## src/furnace_timing_pkg.sv

```systemverilog
// constants for the furnace timing setup block
// assumes a 20 MHz controller clock; all delays are held in seconds, the clock period and SEC_NS in ns
package furnace_timing_pkg;
    localparam int unsigned CLK_PERIOD_NS = 50;
    localparam int unsigned SEC_NS        = 1000000000;
    localparam int unsigned SEC_CYCLES    = SEC_NS / CLK_PERIOD_NS;
    localparam logic [11:0] PREPURGE_S    = 12'h01e;
    localparam logic [11:0] INTERPURGE_S  = 12'h03c;
    localparam logic [11:0] POSTPURGE_S   = 12'h00f;
    localparam logic [11:0] COOL_ON_S     = 12'h005;
    localparam logic [11:0] COOL_OFF_LO_S = 12'h000;
    localparam logic [11:0] COOL_OFF_HI_S = 12'h03c;
    localparam logic [1:0]  MAX_RETRIES   = 2'h2;
    localparam logic [1:0]  MAX_RECYCLES  = 2'h3;
    localparam logic [11:0] RESTART_S     = 12'he10;
    localparam logic [11:0] FLAME_FAIL_S  = 12'h002;
    localparam logic [11:0] COMP_OFF_S    = 12'h12c;
    localparam logic [11:0] FALSE_FLAME_S = 12'h014;
    localparam logic [3:0]  LOCK_CYCLES   = 4'ha;
    localparam logic [11:0] HEAT_ON_LO_S  = 12'h01e;
    localparam logic [11:0] HEAT_ON_HI_S  = 12'h03c;
    localparam logic [11:0] HEAT_OFF_00_S = 12'h078;
    localparam logic [11:0] HEAT_OFF_01_S = 12'h0b4;
    localparam logic [11:0] HEAT_OFF_10_S = 12'h05a;
    localparam logic [11:0] HEAT_OFF_11_S = 12'h03c;
    localparam logic [11:0] WARM_FIRST_S  = 12'h011;
    localparam logic [11:0] WARM_NEXT_S   = 12'h01b;
    localparam logic [11:0] WARM_LONG_S   = 12'h01e;
    localparam logic [3:0]  ACT_00_S      = 4'h1;
    localparam logic [3:0]  ACT_MID_S     = 4'h3;
    localparam logic [3:0]  ACT_11_S      = 4'h5;
    localparam logic [3:0]  RECOG_S       = 4'h3;
    localparam logic [3:0]  FIELD_RESET   = 4'h0;
    localparam logic [1:0]  SAFETY_RESET  = 2'h0;
    typedef enum logic [1:0] {
        TRIAL_IDLE  = 2'b00,
        TRIAL_ACT   = 2'b01,
        TRIAL_RECOG = 2'b10
    } trial_state_t;
endpackage

```

## src/furnace_timing_config.sv

```systemverilog
// timing setup for a single-stage hot-surface-ignition furnace sequencer
// switch and jumper pins are asynchronous; sequencer strobes share clk;
// the non-volatile store presents its contents while nvm_valid is high
`timescale 1ns/1ns
`default_nettype none
// Operation
// with the jumper fitted, the safety selection is stored after ten heat cycles unchanged.
// removing the jumper stores the present safety selection for good.
// once stored, later safety switch changes are ignored.
// a field switch change only affects delays that start after it.
// prepurge 30 s, inter-trial purge 60 s and postpurge 15 s are fixed.
// cool blower starts 5 s after demand and runs on 0 s or 60 s after it.
// two retries make three trials, then soft lockout for one hour.
// at most three flame-loss recycles per heat demand.
// flame loss is answered within 2 s.
// the compressor stays off at least 5 minutes between cycles.
// false flame is judged over a 20 s window.
// heat fan on delay runs from trial entry, 30 s or 60 s.
// heat fan off delay from the two-bit select: 120, 180, 90 or 60 s.
// igniter warm-up is 17 s first and 27 s later, or 30 s always.
// trial length 4, 6 or 8 s with 1, 3 or 5 s activation and 3 s recognition.
// every switch defaults to off.
// igniter and valve are on in activation, only the valve in recognition.
module furnace_timing_config #(
    parameter int unsigned SEC_CYCLES = furnace_timing_pkg::SEC_CYCLES
) (
    input  wire logic        clk,
    input  wire logic        sys_rst,
    input  wire logic [3:0]  field_timing_switches,
    input  wire logic [1:0]  safety_timing_switches,
    input  wire logic        lock_jumper_fitted,
    input  wire logic        heat_cycle_done,
    input  wire logic        cool_off_start,
    input  wire logic        heat_off_start,
    input  wire logic        trial_start,
    input  wire logic        first_trial,
    input  wire logic        nvm_valid,
    input  wire logic [1:0]  nvm_rdata,
    output logic             nvm_write,
    output logic [1:0]       nvm_wdata,
    output logic             safety_locked,
    output logic [1:0]       safety_sel,
    output logic [11:0]      prepurge_s,
    output logic [11:0]      interpurge_s,
    output logic [11:0]      postpurge_s,
    output logic [11:0]      cool_on_delay_s,
    output logic [11:0]      cool_off_delay_s,
    output logic [1:0]       max_retries,
    output logic [1:0]       max_recycles,
    output logic [11:0]      restart_delay_s,
    output logic [11:0]      flame_fail_s,
    output logic [11:0]      comp_off_s,
    output logic [11:0]      false_flame_s,
    output logic [11:0]      heat_on_delay_s,
    output logic [11:0]      heat_off_delay_s,
    output logic [11:0]      warmup_s,
    output logic             igniter_on,
    output logic             valve_on,
    output logic             trial_done
);
    typedef struct packed {
        logic [3:0]  fs1;
        logic [3:0]  fs2;
        logic [1:0]  ss1;
        logic [1:0]  ss2;
        logic        js1;
        logic        js2;
        logic        init;
        logic        locked;
        logic [1:0]  stored;
        logic [1:0]  prev;
        logic [3:0]  cycles;
        logic        wr;
        logic        cool_off_sel;
        logic        heat_on_sel;
        logic [1:0]  heat_off_sel;
        logic [24:0] tick;
        furnace_timing_pkg::trial_state_t trial;
        logic [3:0]  secs;
        logic [3:0]  act_len;
        logic        done;
    } state_t;

    state_t st_r;
    state_t st_nxt;
    logic [1:0] sel;
    logic       sec_pulse;

    localparam logic [24:0] TICK_LAST = 25'(SEC_CYCLES - 1);

    // safety selection in force: the stored copy wins once locked
    assign sel       = st_r.locked ? st_r.stored : st_r.ss2;
    assign sec_pulse = (st_r.tick == TICK_LAST);

    always_comb begin
        st_nxt     = st_r;
        st_nxt.fs1 = field_timing_switches;
        st_nxt.fs2 = st_r.fs1;
        st_nxt.ss1 = safety_timing_switches;
        st_nxt.ss2 = st_r.ss1;
        st_nxt.js1 = lock_jumper_fitted;
        st_nxt.js2 = st_r.js1;
        st_nxt.wr  = 1'b0;
        st_nxt.done = 1'b0;
        st_nxt.init = 1'b0;
        // store contents caught on the first clock after reset release
        if (st_r.init) begin
            if (nvm_valid) begin
                st_nxt.locked = 1'b1;
                st_nxt.stored = nvm_rdata;
            end
            st_nxt.prev = st_r.ss2;
        end else if (!st_r.locked) begin
            if (st_r.ss2 != st_r.prev) begin
                st_nxt.prev   = st_r.ss2;
                st_nxt.cycles = 4'h0;
            end else if (!st_r.js2) begin
                st_nxt.locked = 1'b1;
                st_nxt.stored = st_r.ss2;
                st_nxt.wr     = 1'b1;
            end else if (heat_cycle_done) begin
                if (st_r.cycles == furnace_timing_pkg::LOCK_CYCLES - 4'h1) begin
                    st_nxt.locked = 1'b1;
                    st_nxt.stored = st_r.ss2;
                    st_nxt.wr     = 1'b1;
                end else begin
                    st_nxt.cycles = st_r.cycles + 4'h1;
                end
            end
        end
        // field values latched only when a delay starts
        if (cool_off_start) begin
            st_nxt.cool_off_sel = st_r.fs2[3];
        end
        if (heat_off_start) begin
            st_nxt.heat_off_sel = st_r.fs2[1:0];
        end
        if (trial_start) begin
            st_nxt.heat_on_sel = st_r.fs2[2];
        end
        // one-second base restarts with each trial so phases are exact
        if (trial_start || sec_pulse) begin
            st_nxt.tick = 25'h0;
        end else begin
            st_nxt.tick = st_r.tick + 25'h1;
        end
        case (st_r.trial)
            furnace_timing_pkg::TRIAL_IDLE: begin
                if (trial_start) begin
                    st_nxt.trial = furnace_timing_pkg::TRIAL_ACT;
                    st_nxt.secs  = 4'h0;
                    case (sel)
                        2'b00:   st_nxt.act_len = furnace_timing_pkg::ACT_00_S;
                        2'b11:   st_nxt.act_len = furnace_timing_pkg::ACT_11_S;
                        default: st_nxt.act_len = furnace_timing_pkg::ACT_MID_S;
                    endcase
                end
            end
            furnace_timing_pkg::TRIAL_ACT: begin
                if (sec_pulse) begin
                    if (st_r.secs == st_r.act_len - 4'h1) begin
                        st_nxt.trial = furnace_timing_pkg::TRIAL_RECOG;
                        st_nxt.secs  = 4'h0;
                    end else begin
                        st_nxt.secs = st_r.secs + 4'h1;
                    end
                end
            end
            furnace_timing_pkg::TRIAL_RECOG: begin
                if (sec_pulse) begin
                    if (st_r.secs == furnace_timing_pkg::RECOG_S - 4'h1) begin
                        st_nxt.trial = furnace_timing_pkg::TRIAL_IDLE;
                        st_nxt.done  = 1'b1;
                    end else begin
                        st_nxt.secs = st_r.secs + 4'h1;
                    end
                end
            end
            default: begin
                st_nxt.trial = furnace_timing_pkg::TRIAL_IDLE;
            end
        endcase
    end

    always_ff @(posedge clk or posedge sys_rst) begin
        if (sys_rst) begin
            st_r              <= '0;
            st_r.fs1          <= furnace_timing_pkg::FIELD_RESET;
            st_r.fs2          <= furnace_timing_pkg::FIELD_RESET;
            st_r.ss1          <= furnace_timing_pkg::SAFETY_RESET;
            st_r.ss2          <= furnace_timing_pkg::SAFETY_RESET;
            st_r.prev         <= furnace_timing_pkg::SAFETY_RESET;
            st_r.js1          <= 1'b1;
            st_r.js2          <= 1'b1;
            st_r.init         <= 1'b1;
            st_r.trial        <= furnace_timing_pkg::TRIAL_IDLE;
        end else begin
            st_r <= st_nxt;
        end
    end

    assign nvm_write     = st_r.wr;
    assign nvm_wdata     = st_r.stored;
    assign safety_locked = st_r.locked;
    assign safety_sel    = sel;
    assign prepurge_s      = furnace_timing_pkg::PREPURGE_S;
    assign interpurge_s    = furnace_timing_pkg::INTERPURGE_S;
    assign postpurge_s     = furnace_timing_pkg::POSTPURGE_S;
    assign cool_on_delay_s = furnace_timing_pkg::COOL_ON_S;
    assign cool_off_delay_s = st_r.cool_off_sel ? furnace_timing_pkg::COOL_OFF_HI_S
                                                : furnace_timing_pkg::COOL_OFF_LO_S;
    assign max_retries     = furnace_timing_pkg::MAX_RETRIES;
    assign max_recycles    = furnace_timing_pkg::MAX_RECYCLES;
    assign restart_delay_s = furnace_timing_pkg::RESTART_S;
    assign flame_fail_s    = furnace_timing_pkg::FLAME_FAIL_S;
    assign comp_off_s      = furnace_timing_pkg::COMP_OFF_S;
    assign false_flame_s   = furnace_timing_pkg::FALSE_FLAME_S;
    assign heat_on_delay_s = st_r.heat_on_sel ? furnace_timing_pkg::HEAT_ON_HI_S
                                              : furnace_timing_pkg::HEAT_ON_LO_S;

    always_comb begin
        case (st_r.heat_off_sel)
            2'b00:   heat_off_delay_s = furnace_timing_pkg::HEAT_OFF_00_S;
            2'b01:   heat_off_delay_s = furnace_timing_pkg::HEAT_OFF_01_S;
            2'b10:   heat_off_delay_s = furnace_timing_pkg::HEAT_OFF_10_S;
            default: heat_off_delay_s = furnace_timing_pkg::HEAT_OFF_11_S;
        endcase
    end

    // sel[1] is select_bit_one, sel[0] is select_bit_two
    assign warmup_s = sel[1] ? furnace_timing_pkg::WARM_LONG_S :
                      (first_trial ? furnace_timing_pkg::WARM_FIRST_S
                                   : furnace_timing_pkg::WARM_NEXT_S);
    assign igniter_on = (st_r.trial == furnace_timing_pkg::TRIAL_ACT);
    assign valve_on   = (st_r.trial != furnace_timing_pkg::TRIAL_IDLE);
    assign trial_done = st_r.done;

    chk_jumper_commits: assert property (@(posedge clk) disable iff (sys_rst)
        (!st_r.init && !st_r.locked && !st_r.js2 && st_r.ss2 == st_r.prev)
        |=> (safety_locked && nvm_write && nvm_wdata == $past(st_r.ss2)))
        else $error("jumper removal did not commit selection");
    chk_locked_holds: assert property (@(posedge clk) disable iff (sys_rst)
        safety_locked |=> (safety_locked && $stable(safety_sel)))
        else $error("stored safety selection changed");
    chk_tenth_cycle: assert property (@(posedge clk) disable iff (sys_rst)
        (nvm_write && $past(st_r.js2))
        |-> ($past(st_r.cycles) == 4'h9 && $past(heat_cycle_done)))
        else $error("cycle commit not on tenth heat cycle");
    chk_single_write: assert property (@(posedge clk) disable iff (sys_rst)
        nvm_write |=> !nvm_write [*8])
        else $error("store written more than once");
    chk_latch_stable: assert property (@(posedge clk) disable iff (sys_rst)
        !heat_off_start |=> $stable(heat_off_delay_s))
        else $error("heat off delay changed while running");
    chk_heat_on_latch: assert property (@(posedge clk) disable iff (sys_rst)
        trial_start |=> (heat_on_delay_s == ($past(st_r.fs2[2]) ?
            furnace_timing_pkg::HEAT_ON_HI_S : furnace_timing_pkg::HEAT_ON_LO_S)))
        else $error("heat on delay not taken at trial entry");
    chk_igniter_valve: assert property (@(posedge clk) disable iff (sys_rst)
        igniter_on |-> valve_on)
        else $error("igniter on without valve");
    chk_trial_enter: assert property (@(posedge clk) disable iff (sys_rst)
        (trial_start && !valve_on) |=> (igniter_on && st_r.act_len ==
            ($past(sel) == 2'b00 ? 4'h1 : ($past(sel) == 2'b11 ? 4'h5 : 4'h3))))
        else $error("trial did not start with correct activation");
    chk_warmup_long: assert property (@(posedge clk) disable iff (sys_rst)
        sel[1] |-> (warmup_s == 12'h01e))
        else $error("warm-up not 30 s");
    chk_warmup_short: assert property (@(posedge clk) disable iff (sys_rst)
        !sel[1] |-> (warmup_s == (first_trial ? 12'h011 : 12'h01b)))
        else $error("warm-up not 17 s first and 27 s later");
    chk_cool_off_take: assert property (@(posedge clk) disable iff (sys_rst)
        cool_off_start |=> (cool_off_delay_s == ($past(st_r.fs2[3]) ? 12'h03c : 12'h000)))
        else $error("cool off delay not taken at its start");
    chk_cool_off_held: assert property (@(posedge clk) disable iff (sys_rst)
        !cool_off_start |=> $stable(cool_off_delay_s))
        else $error("cool off delay changed while running");
    chk_heat_on_held: assert property (@(posedge clk) disable iff (sys_rst)
        !trial_start |=> $stable(heat_on_delay_s))
        else $error("heat on delay changed while running");
    chk_heat_off_take: assert property (@(posedge clk) disable iff (sys_rst)
        heat_off_start |=> (heat_off_delay_s ==
            ($past(st_r.fs2[1:0]) == 2'b00 ? 12'h078 :
            ($past(st_r.fs2[1:0]) == 2'b01 ? 12'h0b4 :
            ($past(st_r.fs2[1:0]) == 2'b10 ? 12'h05a : 12'h03c)))))
        else $error("heat off delay not taken from the select");
    chk_ign_then_valve: assert property (@(posedge clk) disable iff (sys_rst)
        $fell(igniter_on) |-> (valve_on && !trial_done))
        else $error("valve closed when igniter went off");
    chk_done_ends_valve: assert property (@(posedge clk) disable iff (sys_rst)
        trial_done |-> (!valve_on && $past(valve_on)))
        else $error("trial end not at valve close");
    chk_cycle_restart: assert property (@(posedge clk) disable iff (sys_rst)
        (!st_r.init && !st_r.locked && st_r.ss2 != st_r.prev)
        |=> (!nvm_write && st_r.cycles == 4'h0))
        else $error("switch change did not restart the cycle count");
    chk_locked_no_write: assert property (@(posedge clk) disable iff (sys_rst)
        safety_locked |=> !nvm_write)
        else $error("store written after lock");
    chk_write_value: assert property (@(posedge clk) disable iff (sys_rst)
        nvm_write |-> (safety_locked && nvm_wdata == $past(st_r.ss2)))
        else $error("stored value is not the selection in force");
    chk_restore_lock: assert property (@(posedge clk) disable iff (sys_rst)
        (st_r.init && nvm_valid) |=> (safety_locked && safety_sel == $past(nvm_rdata)))
        else $error("stored selection not restored");
endmodule
`default_nettype wire

```

## config.mk

```make
export PLATFORM = sky130hd
export DESIGN_NAME = furnace_timing_config
export DESIGN_NICKNAME = d
export VERILOG_FILES = /design/src/furnace_timing_pkg.sv /design/src/furnace_timing_config.sv
export SDC_FILE = /design/constraint.sdc
export NUM_CORES = 1
export LEC_CHECK = 0
export BUFFER_PORTS_ARGS = -buffer_cell sky130_fd_sc_hd__buf_4
export CAP_MARGIN = 5
export CORE_MARGIN = 5
export CORE_UTILIZATION = 45
export DETAILED_ROUTE_END_ITERATION = 8
export PLACE_DENSITY = 0.76
export SETUP_SLACK_MARGIN = 0.5
export SLEW_MARGIN = 10
export SYNTH_ARGS = -nofsm -noshare
export SYNTH_HDL_FRONTEND = slang
export SYNTH_SLANG_ARGS = --single-unit
```

## constraint.sdc

```tcl
create_clock -name clk -period 5.25 [get_ports clk]
set_input_delay 0.2625 -clock clk [delete_from_list [all_inputs] [get_ports clk]]
set_output_delay 0.2625 -clock clk [all_outputs]
set_load 0.01 [all_outputs]
```

==> results of run 1 <==
[cell families (layout without fill, tap and decap cells)]
family / count (synthesis) / in the layout / synth area share, %
AO/OA/AOI/OAI: 31 / 31 / 5.65
XOR/XNOR: 27 / 27 / 6.04
adder cells (fa/ha/maj): 11 / 11 / 3.31
buffers and inverters: 166 / 76 / 28.2
flip-flops: 64 / 64 / 38.6
multiplexers: 11 / 11 / 2.92
other: 2 / 133 / 0.180
AND/OR/NAND/NOR: 119 / 119 / 15.1
[power by group through the flow]
stage                     sequential, W  clock [W]  combinational (W)
final                          0.000547   0.000374           0.000263
after global routing           0.000551   0.000411           0.000294
after CTS                      0.000547   0.000387           0.000262
after detailed placement       0.000556          0           0.000260
after global placement         0.000554          0           0.000253
after floorplan                0.000549          0           0.000269
[layout make-up]
cell class	count	area [µm²]	share of cell area [%]
timing repair buffer	42	315	7.55
clock buffer	12	155	3.71
tap	111	139	3.32
multi-input combinational	332	1870	44.9
inverter	19	71.3	1.71
sequential	64	1610	38.4
clock inverter	3	17.5	0.419
[layout by cell type (no fill, tap or decap), types with 3 or more instances in the layout]
cell	Yosys	final
inv_1	19	18
dfrtp_1	61	61
a21oi_1	4	4
o21ai_0	8	8
nor4_1	3	3
xnor2_1	21	21
nor2b_1	3	3
dfstp_2	3	3
buf_4	141	42
clkbuf_8	0	11
nand2_1	19	19
mux2_2	9	9
ha_1	11	11
nor3b_1	4	4
xor2_1	5	5
nand4_1	6	6
conb_1	2	133
nor3_1	9	9
nand3_1	13	13
nor2_1	39	39
and3_1	3	3
nand2b_1	5	5
[flip-flops by register name, indices dropped and copies added, names as in the netlist]
register / flops
st_r: 52
trial_done: 1
nvm_wdata: 2
st_nxt: 7
safety_locked: 1
nvm_write: 1
[layer usage]
metal / vias to the layer above / wire [µm]
li1: 1211 / -
met1: 1205 / 2830
met2: 115 / 3530
met3: 13 / 637
met4: 0 / 117
met5: - / 0
[worst paths after layout]
kind / from / end / depth (start not counted)
min in group asynchronous: sys_rst / st_r[44]$_DFFE_PP0P_ / 3
setup / recovery: st_r[33]$_DFF_PP0_ / st_r[17]$_DFF_PP0_ / 5
setup reg to reg: st_r[33]$_DFF_PP0_ / st_r[17]$_DFF_PP0_ / 5
hold / removal: field_timing_switches[0] / st_nxt[57]$_DFF_PP0_ / 1
max in group asynchronous: sys_rst / trial_done$_DFF_PP0_ / 3
hold reg to reg: st_nxt[51]$_DFF_PP1_ / st_r[51]$_DFF_PP1_ / 0
[metrics by stage]
step / total power (W) / utilization (%) / setup WS, ns / hold WS, ns / area, µm²
after global placement: 0.000807 / 44.0 / 2.99 / 0.333 / 4010
after CTS: 0.00120 / 45.9 / 2.90 / 0.00799 / 4180
after global routing: 0.00126 / 45.9 / 2.73 / 0.00219 / 4180
final: 0.00118 / 45.9 / 2.91 / 0.0225 / 4180
after detailed placement: 0.000815 / 44.0 / 2.89 / 0.336 / 4010
after floorplan: 0.000818 / - / 3.33 / 0.267 / 4650
==> key figures, run 1 <==
Route
  – Initial DRC count: 124
  – DRC violations left: 0
  – Iteration count of the initial detailed-routing pass: 5
  – Antenna Violating Nets Remaining: 0
  – Routed length per instance: 12.2 µm
  – Vias/cell: 4.36
  – Final wirelength: 7120 µm
  – Via count: 2,544

Clock tree
  – Clk_lat worst skew: 0.35 ns
  – Post-CTS Resized: 0
  – Clock Sinks: 64
  – CTS Buf Count: 9
  – CTS Buffer Depth: 2
  – Htree depth: 3
  – Root Driver: clkbuf_8
  – Register clock-pin slew on the reported worst setup and hold paths: 0.07 ns
  – Hold-fix buffers, CTS: 0
  – CTS tree: built
  – Postcts setup bufs: 0

Critical path
  – Startpoint types: flip-flop
  – CP required: 5.44 ns
  – Worst path max stage delay: 0.64 ns
  – CP Cell Sequence: or4_4 -> nor4_4 -> and2_4 -> or2_1 -> nor2_1
  – Slowest cell on crit path: or2_1
  – Critical path capture point type: flip-flop
  – Worst path bufs/invs: 0
  – CP delay by family, top: simple AND/OR/NAND/NOR gates
  – Worst reg2reg setup slack: 2.91 ns
  – Crit path max fanout: 24
  – Critical path class: reg -> reg
  – CP arrival: 2.53 ns

Logic synthesis
  – Post-synth EDFFs: 0
  – Top FF cell, synth: dfrtp_1
  – Cells after Synth: 431
  – Synth area leaders: dfrtp_1, buf_4, xnor2_1
  – Count leader, synth: buf_4
  – Syn_area_per_cell: 9.66 µm²
  – Synth Cell Area: 0.00416 mm²
  – Yosys warnings: 0
  – Commonest cells post-synth: buf_4, dfrtp_1, nor2_1
  – Sequential share of the synthesized area: 38.6%
  – Synth top area share: 36.7%
  – Synth unique cells: 51
  – Cell taking the most area after synthesis: dfrtp_1
  – Synth async-reset ratio: 100%
  – Flops & latches, synth: 64

Floorplanning
  – # rows: 35
  – IO Count: 174
  – Initial Utilization: 45.7%
  – Core ar.: 0.00911 mm²
  – Full die area: 0.0113 mm²
  – Die X: 106 µm
  – Die Y: 106 µm

Timing
  – Fmax: 428 MHz
  – RSZ-0062 raised after global routing: no
  – Final setup vio count: 0
  – Total Neg Setup Slack: 0 ns
  – Tmin final: 2.34 ns
  – Worst Tran Pin Value: 0.816 ns
  – Slew HR: 45.6%
  – Final Max Slew Viols: 0
  – Layout Skew: 0.0129 ns
  – Final worst path period share: 44.5%
  – Fin. Hold Viols: 0

Min path
  – HP Class: in -> reg

GRT
  – Grt ovf: 0
  – GR Util met1: 14.6%
  – First-pass GRT wire length: 11,300 µm
  – Antenna violations before repair: 0
  – GRT Total Usage: 12.6%
  – Vias in the first global route: 2,351
  – Most Crowded Layer GR: met2
  – Met3 Resource Use GR: 4.01%
  – Pin count of the biggest net entering global routing: 65
  – M2 GR Usage: 21.3%

Pwr
  – Cell internal pwr: 0.000815 W
  – Reg power frac: 46.2%
  – Psw: 0.000369 W
  – Part of the power in combinational logic: 22.2%
  – Switching share of power: 31.2%
  – Maximum vdd drop: 180 µV
  – Clock network fraction of design power: 31.6%
  – Leakage power: 2.10 nW
  – Pwr Density: 284 mW/mm²

Place
  – Placed cell count: 568
  – DP HPWL: 5360 µm
  – GP Congestion: 0.848
  – Number of I/O port buffers: 41

Layout
  – Ant diodes: 0
  – # nets final: 496
  – Fillers: 872
  – Layout cell share with drive strength beyond 1: 16.3%
  – Area delta synth->final: 0.361%
  – Post-route insts no fill: 583

Status
  – Status: complete, no violations

Run
  – Max-cap violations: 0
No activity file was read; power rests on OpenSTA's default activity.
==> inputs of run 2 (changes only) <==
--- a/config.mk
+++ b/config.mk
@@ -8,9 +8,9 @@
 export BUFFER_PORTS_ARGS = -buffer_cell sky130_fd_sc_hd__buf_4
 export CAP_MARGIN = 5
 export CORE_MARGIN = 5
-export CORE_UTILIZATION = 45
+export CORE_UTILIZATION = 44
 export DETAILED_ROUTE_END_ITERATION = 8
-export PLACE_DENSITY = 0.76
+export PLACE_DENSITY = 0.77
 export SETUP_SLACK_MARGIN = 0.5
 export SLEW_MARGIN = 10
 export SYNTH_ARGS = -nofsm -noshare
==> constraint.sdc (replaced) <==
create_clock -name clk -period 2.07 [get_ports clk]
set_input_delay 0.1035 -clock clk [delete_from_list [all_inputs] [get_ports clk]]
set_output_delay 0.1035 -clock clk [all_outputs]
set_load 0.01 [all_outputs]
==> key figures, run 2 (synthesis results as in run 1) <==
Timing
  – Post-route worst setup slack: 0.126 ns
  – Final worst path period share: 93.9%
  – Fmax: 514 MHz
  – Fin. Hold Viols: 0
  – Slew HR: 62.1%
  – Layout Skew: 0.0108 ns
  – Final setup vio count: 0
  – Worst Tran Pin Value: 0.567 ns
  – Tmin final: 1.94 ns
  – Total Neg Setup Slack: 0 ns
  – RSZ-0062 raised after global routing: yes
  – Final Max Slew Viols: 0

Clock tree
  – Clock Sinks: 64
  – Root Driver: clkbuf_8
  – CTS tree: built
  – CTS Buffer Depth: 2
  – Htree depth: 3
  – Register clock-pin slew on the reported worst setup and hold paths: 0.08 ns
  – Clk_lat worst skew: 0.34 ns
  – CTS Buf Count: 9

Critical path
  – Critical path capture point type: flip-flop
  – Startpoint types: flip-flop
  – CP arrival: 2.18 ns
  – Worst r2r path cells: 5
  – Crit path max fanout: 3
  – Critical path class: reg -> reg
  – CP required: 2.31 ns

Route
  – Iteration count of the initial detailed-routing pass: 6
  – Routed length per instance: 13.2 µm
  – Antenna Violating Nets Remaining: 0
  – Initial DRC count: 147
  – Via count: 2,747
  – DRC violations left: 0
  – Final wirelength: 8400 µm
  – Vias/cell: 4.31

Floorplanning
  – Die X: 107 µm
  – Die Y: 107 µm
  – Full die area: 0.0115 mm²
  – Core ar.: 0.00924 mm²
  – # rows: 35
  – Initial Utilization: 45.1%
  – IO Count: 174

Run
  – Max-cap violations: 0

Status
  – Status: complete, no violations

Layout
  – Most frequent cells in the layout: conb_1, dfrtp_1, buf_4, nor2_2
  – Leading cell type in the layout, fill and taps excluded: conb_1
  – Ant diodes: 0
  – Top reg by flops: st_r
  – Fin area: 0.00476 mm²
  – Area delta synth->final: 14.3%
  – Max reg flops: 52
  – # nets final: 531
  – Layout cell share with drive strength beyond 1: 27.2%

GRT
  – Grt ovf: 0
  – Vias in the first global route: 2,591
  – First-pass GRT wire length: 12,100 µm
  – Pin count of the biggest net entering global routing: 41
  – GRT Total Usage: 13.3%
  – Antenna violations before repair: 0

Place
  – DP Area: 0.00410 mm²
  – GP Congestion: 0.832
  – Pre-CTS setup slack: 0.0583 ns
  – DP HPWL: 5710 µm
  – Number of I/O port buffers: 41

Pwr
  – Maximum vdd drop: 469 µV
  – Leakage power: 2.29 nW
  – Pwr Density: 692 mW/mm²

Min path
  – HP Class: in -> reg
  – Worst Hold Depth: 3
==> run 2: final timing paths <==
| kind | from | endpoint | slack (ns) |
|---|---|---|---|
| worst max-delay path | st_r[33]$_DFF_PP0_ | st_r[6]$_DFFE_PP0P_ | 0.13 |
| worst min-delay path | nvm_valid | nvm_wdata[1]$_DFFE_PP0P_ | 0.02 |
| worst max register to register | st_r[33]$_DFF_PP0_ | st_r[6]$_DFFE_PP0P_ | 0.13 |
| worst min register to register | st_nxt[59]$_DFF_PP0_ | st_r[59]$_DFF_PP0_ | 0.35 |
| max in group asynchronous | sys_rst | st_nxt[59]$_DFF_PP0_ | 1.11 |
| min in group asynchronous | sys_rst | st_r[36]$_DFFE_PP0P_ | 0.37 |
==> run 2: final cells by class <==
| type | instances | area, µm² |
|---|---|---|
| Inverter | 19 | 75.1 |
| Timing Repair Buffer | 77 | 688 |
| Multi-Input combinational cell | 332 | 2020 |
| Sequential cell | 64 | 1610 |
| Clock inverter | 7 | 77.6 |
| Tap cell | 129 | 161 |
| Clock buffer | 9 | 124 |
| Fill cell | 817 | 4480 |
==> run 2: layer usage <==
| metal | share of wire, % | global-route usage, % |
|---|---|---|
| met2 | 54 | 24.8 |
| met1 | 36 | 14.2 |
| met3 | 8.3 | 3.96 |
| met5 | 0 | 0 |
| met4 | 1.5 | 4.75 |
==> run 2: metrics by stage <==
stage / total power (W) / instances / utilization, % / hold slack (ns)
4_1_cts: 0.00326 / 629 / 49.0 / 0.000706
2_1_floorplan: 0.00208 / 562 / - / 0.108
5_1_grt: 0.00347 / 637 / 51.5 / 0.0179
3_3_place_gp: 0.00206 / 591 / 44.4 / 0.186
6_report: 0.00329 / 637 / 51.5 / 0.0155
3_5_place_dp: 0.00209 / 591 / 44.4 / 0.191
==> run 2: what timing repair did <==
item                                   CTS  global route
endpoints found under the hold margin   34             0
setup buffers                            8             5
gates cloned                             0             3
pin swaps                                7             8
setup endpoints to repair               34            40
resized for setup                        7            40
hold buffers                            14             0
==> run 2: critical path: stages (launching register included) <==
cell and delay [ns]:
dfrtp_1 0.40, or4_4 0.56, nor4_4 0.19, and2_4 0.22, o2bb2ai_4 0.16, mux2_4 0.32
==> run 2: power breakdown <==
part | internal (W) | leakage (nW) | total, W | switching (W)
registers | 0.00132 | 0.822 | 0.00140 | 0.0000741
logic | 0.000336 | 1.36 | 0.000794 | 0.000457
clock network | 0.000568 | 0.101 | 0.00110 | 0.000533
total | 0.00223 | 2.29 | 0.00329 | 0.00106
==> inputs of run 3 (changes only) <==
--- a/config.mk
+++ b/config.mk
@@ -8,9 +8,8 @@
 export BUFFER_PORTS_ARGS = -buffer_cell sky130_fd_sc_hd__buf_4
 export CAP_MARGIN = 5
 export CORE_MARGIN = 5
-export CORE_UTILIZATION = 44
+export CORE_UTILIZATION = 30
 export DETAILED_ROUTE_END_ITERATION = 8
-export PLACE_DENSITY = 0.77
 export SETUP_SLACK_MARGIN = 0.5
 export SLEW_MARGIN = 10
 export SYNTH_ARGS = -nofsm -noshare
==> key figures, run 3 (synthesis results as in run 1) <==
Place
  – Number of I/O port buffers: 41
  – GP Congestion: 0.797
  – Pre-CTS setup slack: 0.00808 ns
  – DP HPWL: 5720 µm

Min path
  – HP Class: in -> reg

Layout
  – Top reg by flops: st_r
  – Leading cell type in the layout, fill and taps excluded: conb_1
  – Most frequent cells in the layout: conb_1, dfrtp_1, buf_4, nor2_1
  – # nets final: 521
  – Ant diodes: 0
  – Layout cell share with drive strength beyond 1: 21.7%
  – Area delta synth->final: 14.4%
  – Max reg flops: 52

GRT
  – First-pass GRT wire length: 11,700 µm
  – GRT Total Usage: 9.06%
  – Grt ovf: 0
  – Vias in the first global route: 2,309
  – Pin count of the biggest net entering global routing: 26
  – Antenna violations before repair: 0

Timing
  – Tmin final: 2.00 ns
  – Final setup vio count: 0
  – RSZ-0062 raised after global routing: yes
  – Layout Skew: 0.00841 ns
  – Final hold slack: 0.0195 ns
  – Slew HR: 62.7%
  – Fin. Hold Viols: 0
  – Post-route worst setup slack: 0.0677 ns
  – Fmax: 499 MHz
  – Final Max Slew Viols: 0
  – Final worst path period share: 96.7%
  – Worst Tran Pin Value: 0.559 ns

Route
  – Antenna Violating Nets Remaining: 0
  – Initial DRC count: 117
  – Iteration count of the initial detailed-routing pass: 4
  – Vias/cell: 3.98
  – Final wirelength: 7710 µm
  – DRC violations left: 0
  – Via count: 2,697
  – Routed length per instance: 11.4 µm

Pwr
  – Psw: 0.00105 W
  – Clock network fraction of design power: 44.0%
  – Leakage power: 2.29 nW
  – Cell internal pwr: 0.00278 W
  – Pwr Density: 804 mW/mm²
  – Maximum vdd drop: 413 µV
  – Switching share of power: 27.4%
  – Reg power frac: 36.5%
  – Part of the power in combinational logic: 19.5%

Floorplanning
  – Die X: 128 µm
  – Full die area: 0.0163 mm²
  – # rows: 43
  – Die Y: 128 µm
  – Initial Utilization: 30.3%
  – Core ar.: 0.0137 mm²
  – IO Count: 174

Critical path
  – Critical path class: reg -> reg
  – CP arrival: 2.22 ns
  – Crit path max fanout: 4
  – Critical path capture point type: flip-flop
  – CP required: 2.29 ns
  – Startpoint types: flip-flop

Clock tree
  – CTS Buf Count: 9
  – CTS tree: built
  – Clock Sinks: 64
  – Register clock-pin slew on the reported worst setup and hold paths: 0.05 ns
  – CTS Buffer Depth: 2
  – Clk_lat worst skew: 0.33 ns
  – Root Driver: clkbuf_16
  – Htree depth: 3

Status
  – Status: complete, no violations

Run
  – Max-cap violations: 0
[run 3: layout make-up]
type	instances	area [µm²]
well taps	180	225
flip-flops and latches	64	1610
clock inverters	4	75.1
fillers	1354	8960
clock buffers	12	267
multi-input cells	332	1960
repair buffers	67	549
inverters	19	75.1
[run 3: power groups by stage]
| stage | Combinational (W) | Sequential, W | Clock (W) |
|---|---|---|---|
| floorplan | 0.000685 | 0.00139 | 0 |
| global placement | 0.000665 | 0.00141 | 0 |
| detailed placement | 0.000676 | 0.00141 | 0 |
| CTS | 0.000714 | 0.00139 | 0.00174 |
| global route | 0.000827 | 0.00141 | 0.00180 |
| finish | 0.000748 | 0.00140 | 0.00169 |
[run 3: critical path, stage by stage (launching register included)]
cell and delay (ns):
dfrtp_1 0.40, or4_4 0.55, nor4_4 0.23, and2_4 0.24
o2bb2ai_4 0.15, mux2_4 0.32
[run 3: what timing repair did]
| action | CTS | global route |
|---|---|---|
| hold buffers | 12 | 0 |
| resized for setup | 6 | 15 |
| setup buffers | 2 | 6 |
| hold endpoints to repair | 31 | 0 |
| setup endpoints to repair | 36 | 37 |
| pin swaps | 5 | 9 |
[run 3: metrics by stage]
step	utilization (%)	instances	TNS (ns)	cell area (µm²)	power, W
2_1_floorplan	-	562	0	4660	0.00208
3_3_place_gp	30.3	642	0	4150	0.00207
3_5_place_dp	30.3	642	0	4150	0.00209
4_1_cts	33.9	672	0	4650	0.00385
5_1_grt	34.7	678	-0.0358	4760	0.00404
6_report	34.7	678	0	4760	0.00383
[run 3: metal layers]
| metal | vias to the layer above | track usage [%] | share of wire [%] |
|---|---|---|---|
| met5 | - | 0 | 0 |
| met4 | 0 | 3.37 | 1.4 |
| met3 | 11 | 3.50 | 12 |
| met2 | 133 | 14.1 | 47 |
| met1 | 1282 | 11.4 | 39 |
| li1 | 1271 | - | - |
[run 3: worst paths after layout]
check / endpoint / startpoint / depth (start not counted) / slack [ns]
worst min register to register: st_r[58]$_DFF_PP0_ / st_nxt[58]$_DFF_PP0_ / 0 / 0.35
worst max register to register: st_r[5]$_DFFE_PP0P_ / st_r[33]$_DFF_PP0_ / 5 / 0.07
worst max-delay path: st_r[5]$_DFFE_PP0P_ / st_r[33]$_DFF_PP0_ / 5 / 0.07
max in group asynchronous: st_r[14]$_DFF_PP0_ / sys_rst / 4 / 0.98
min in group asynchronous: st_r[41]$_DFFE_PP0P_ / sys_rst / 3 / 0.39
worst min-delay path: st_r[39]$_DFFE_PP0P_ / cool_off_start / 2 / 0.02
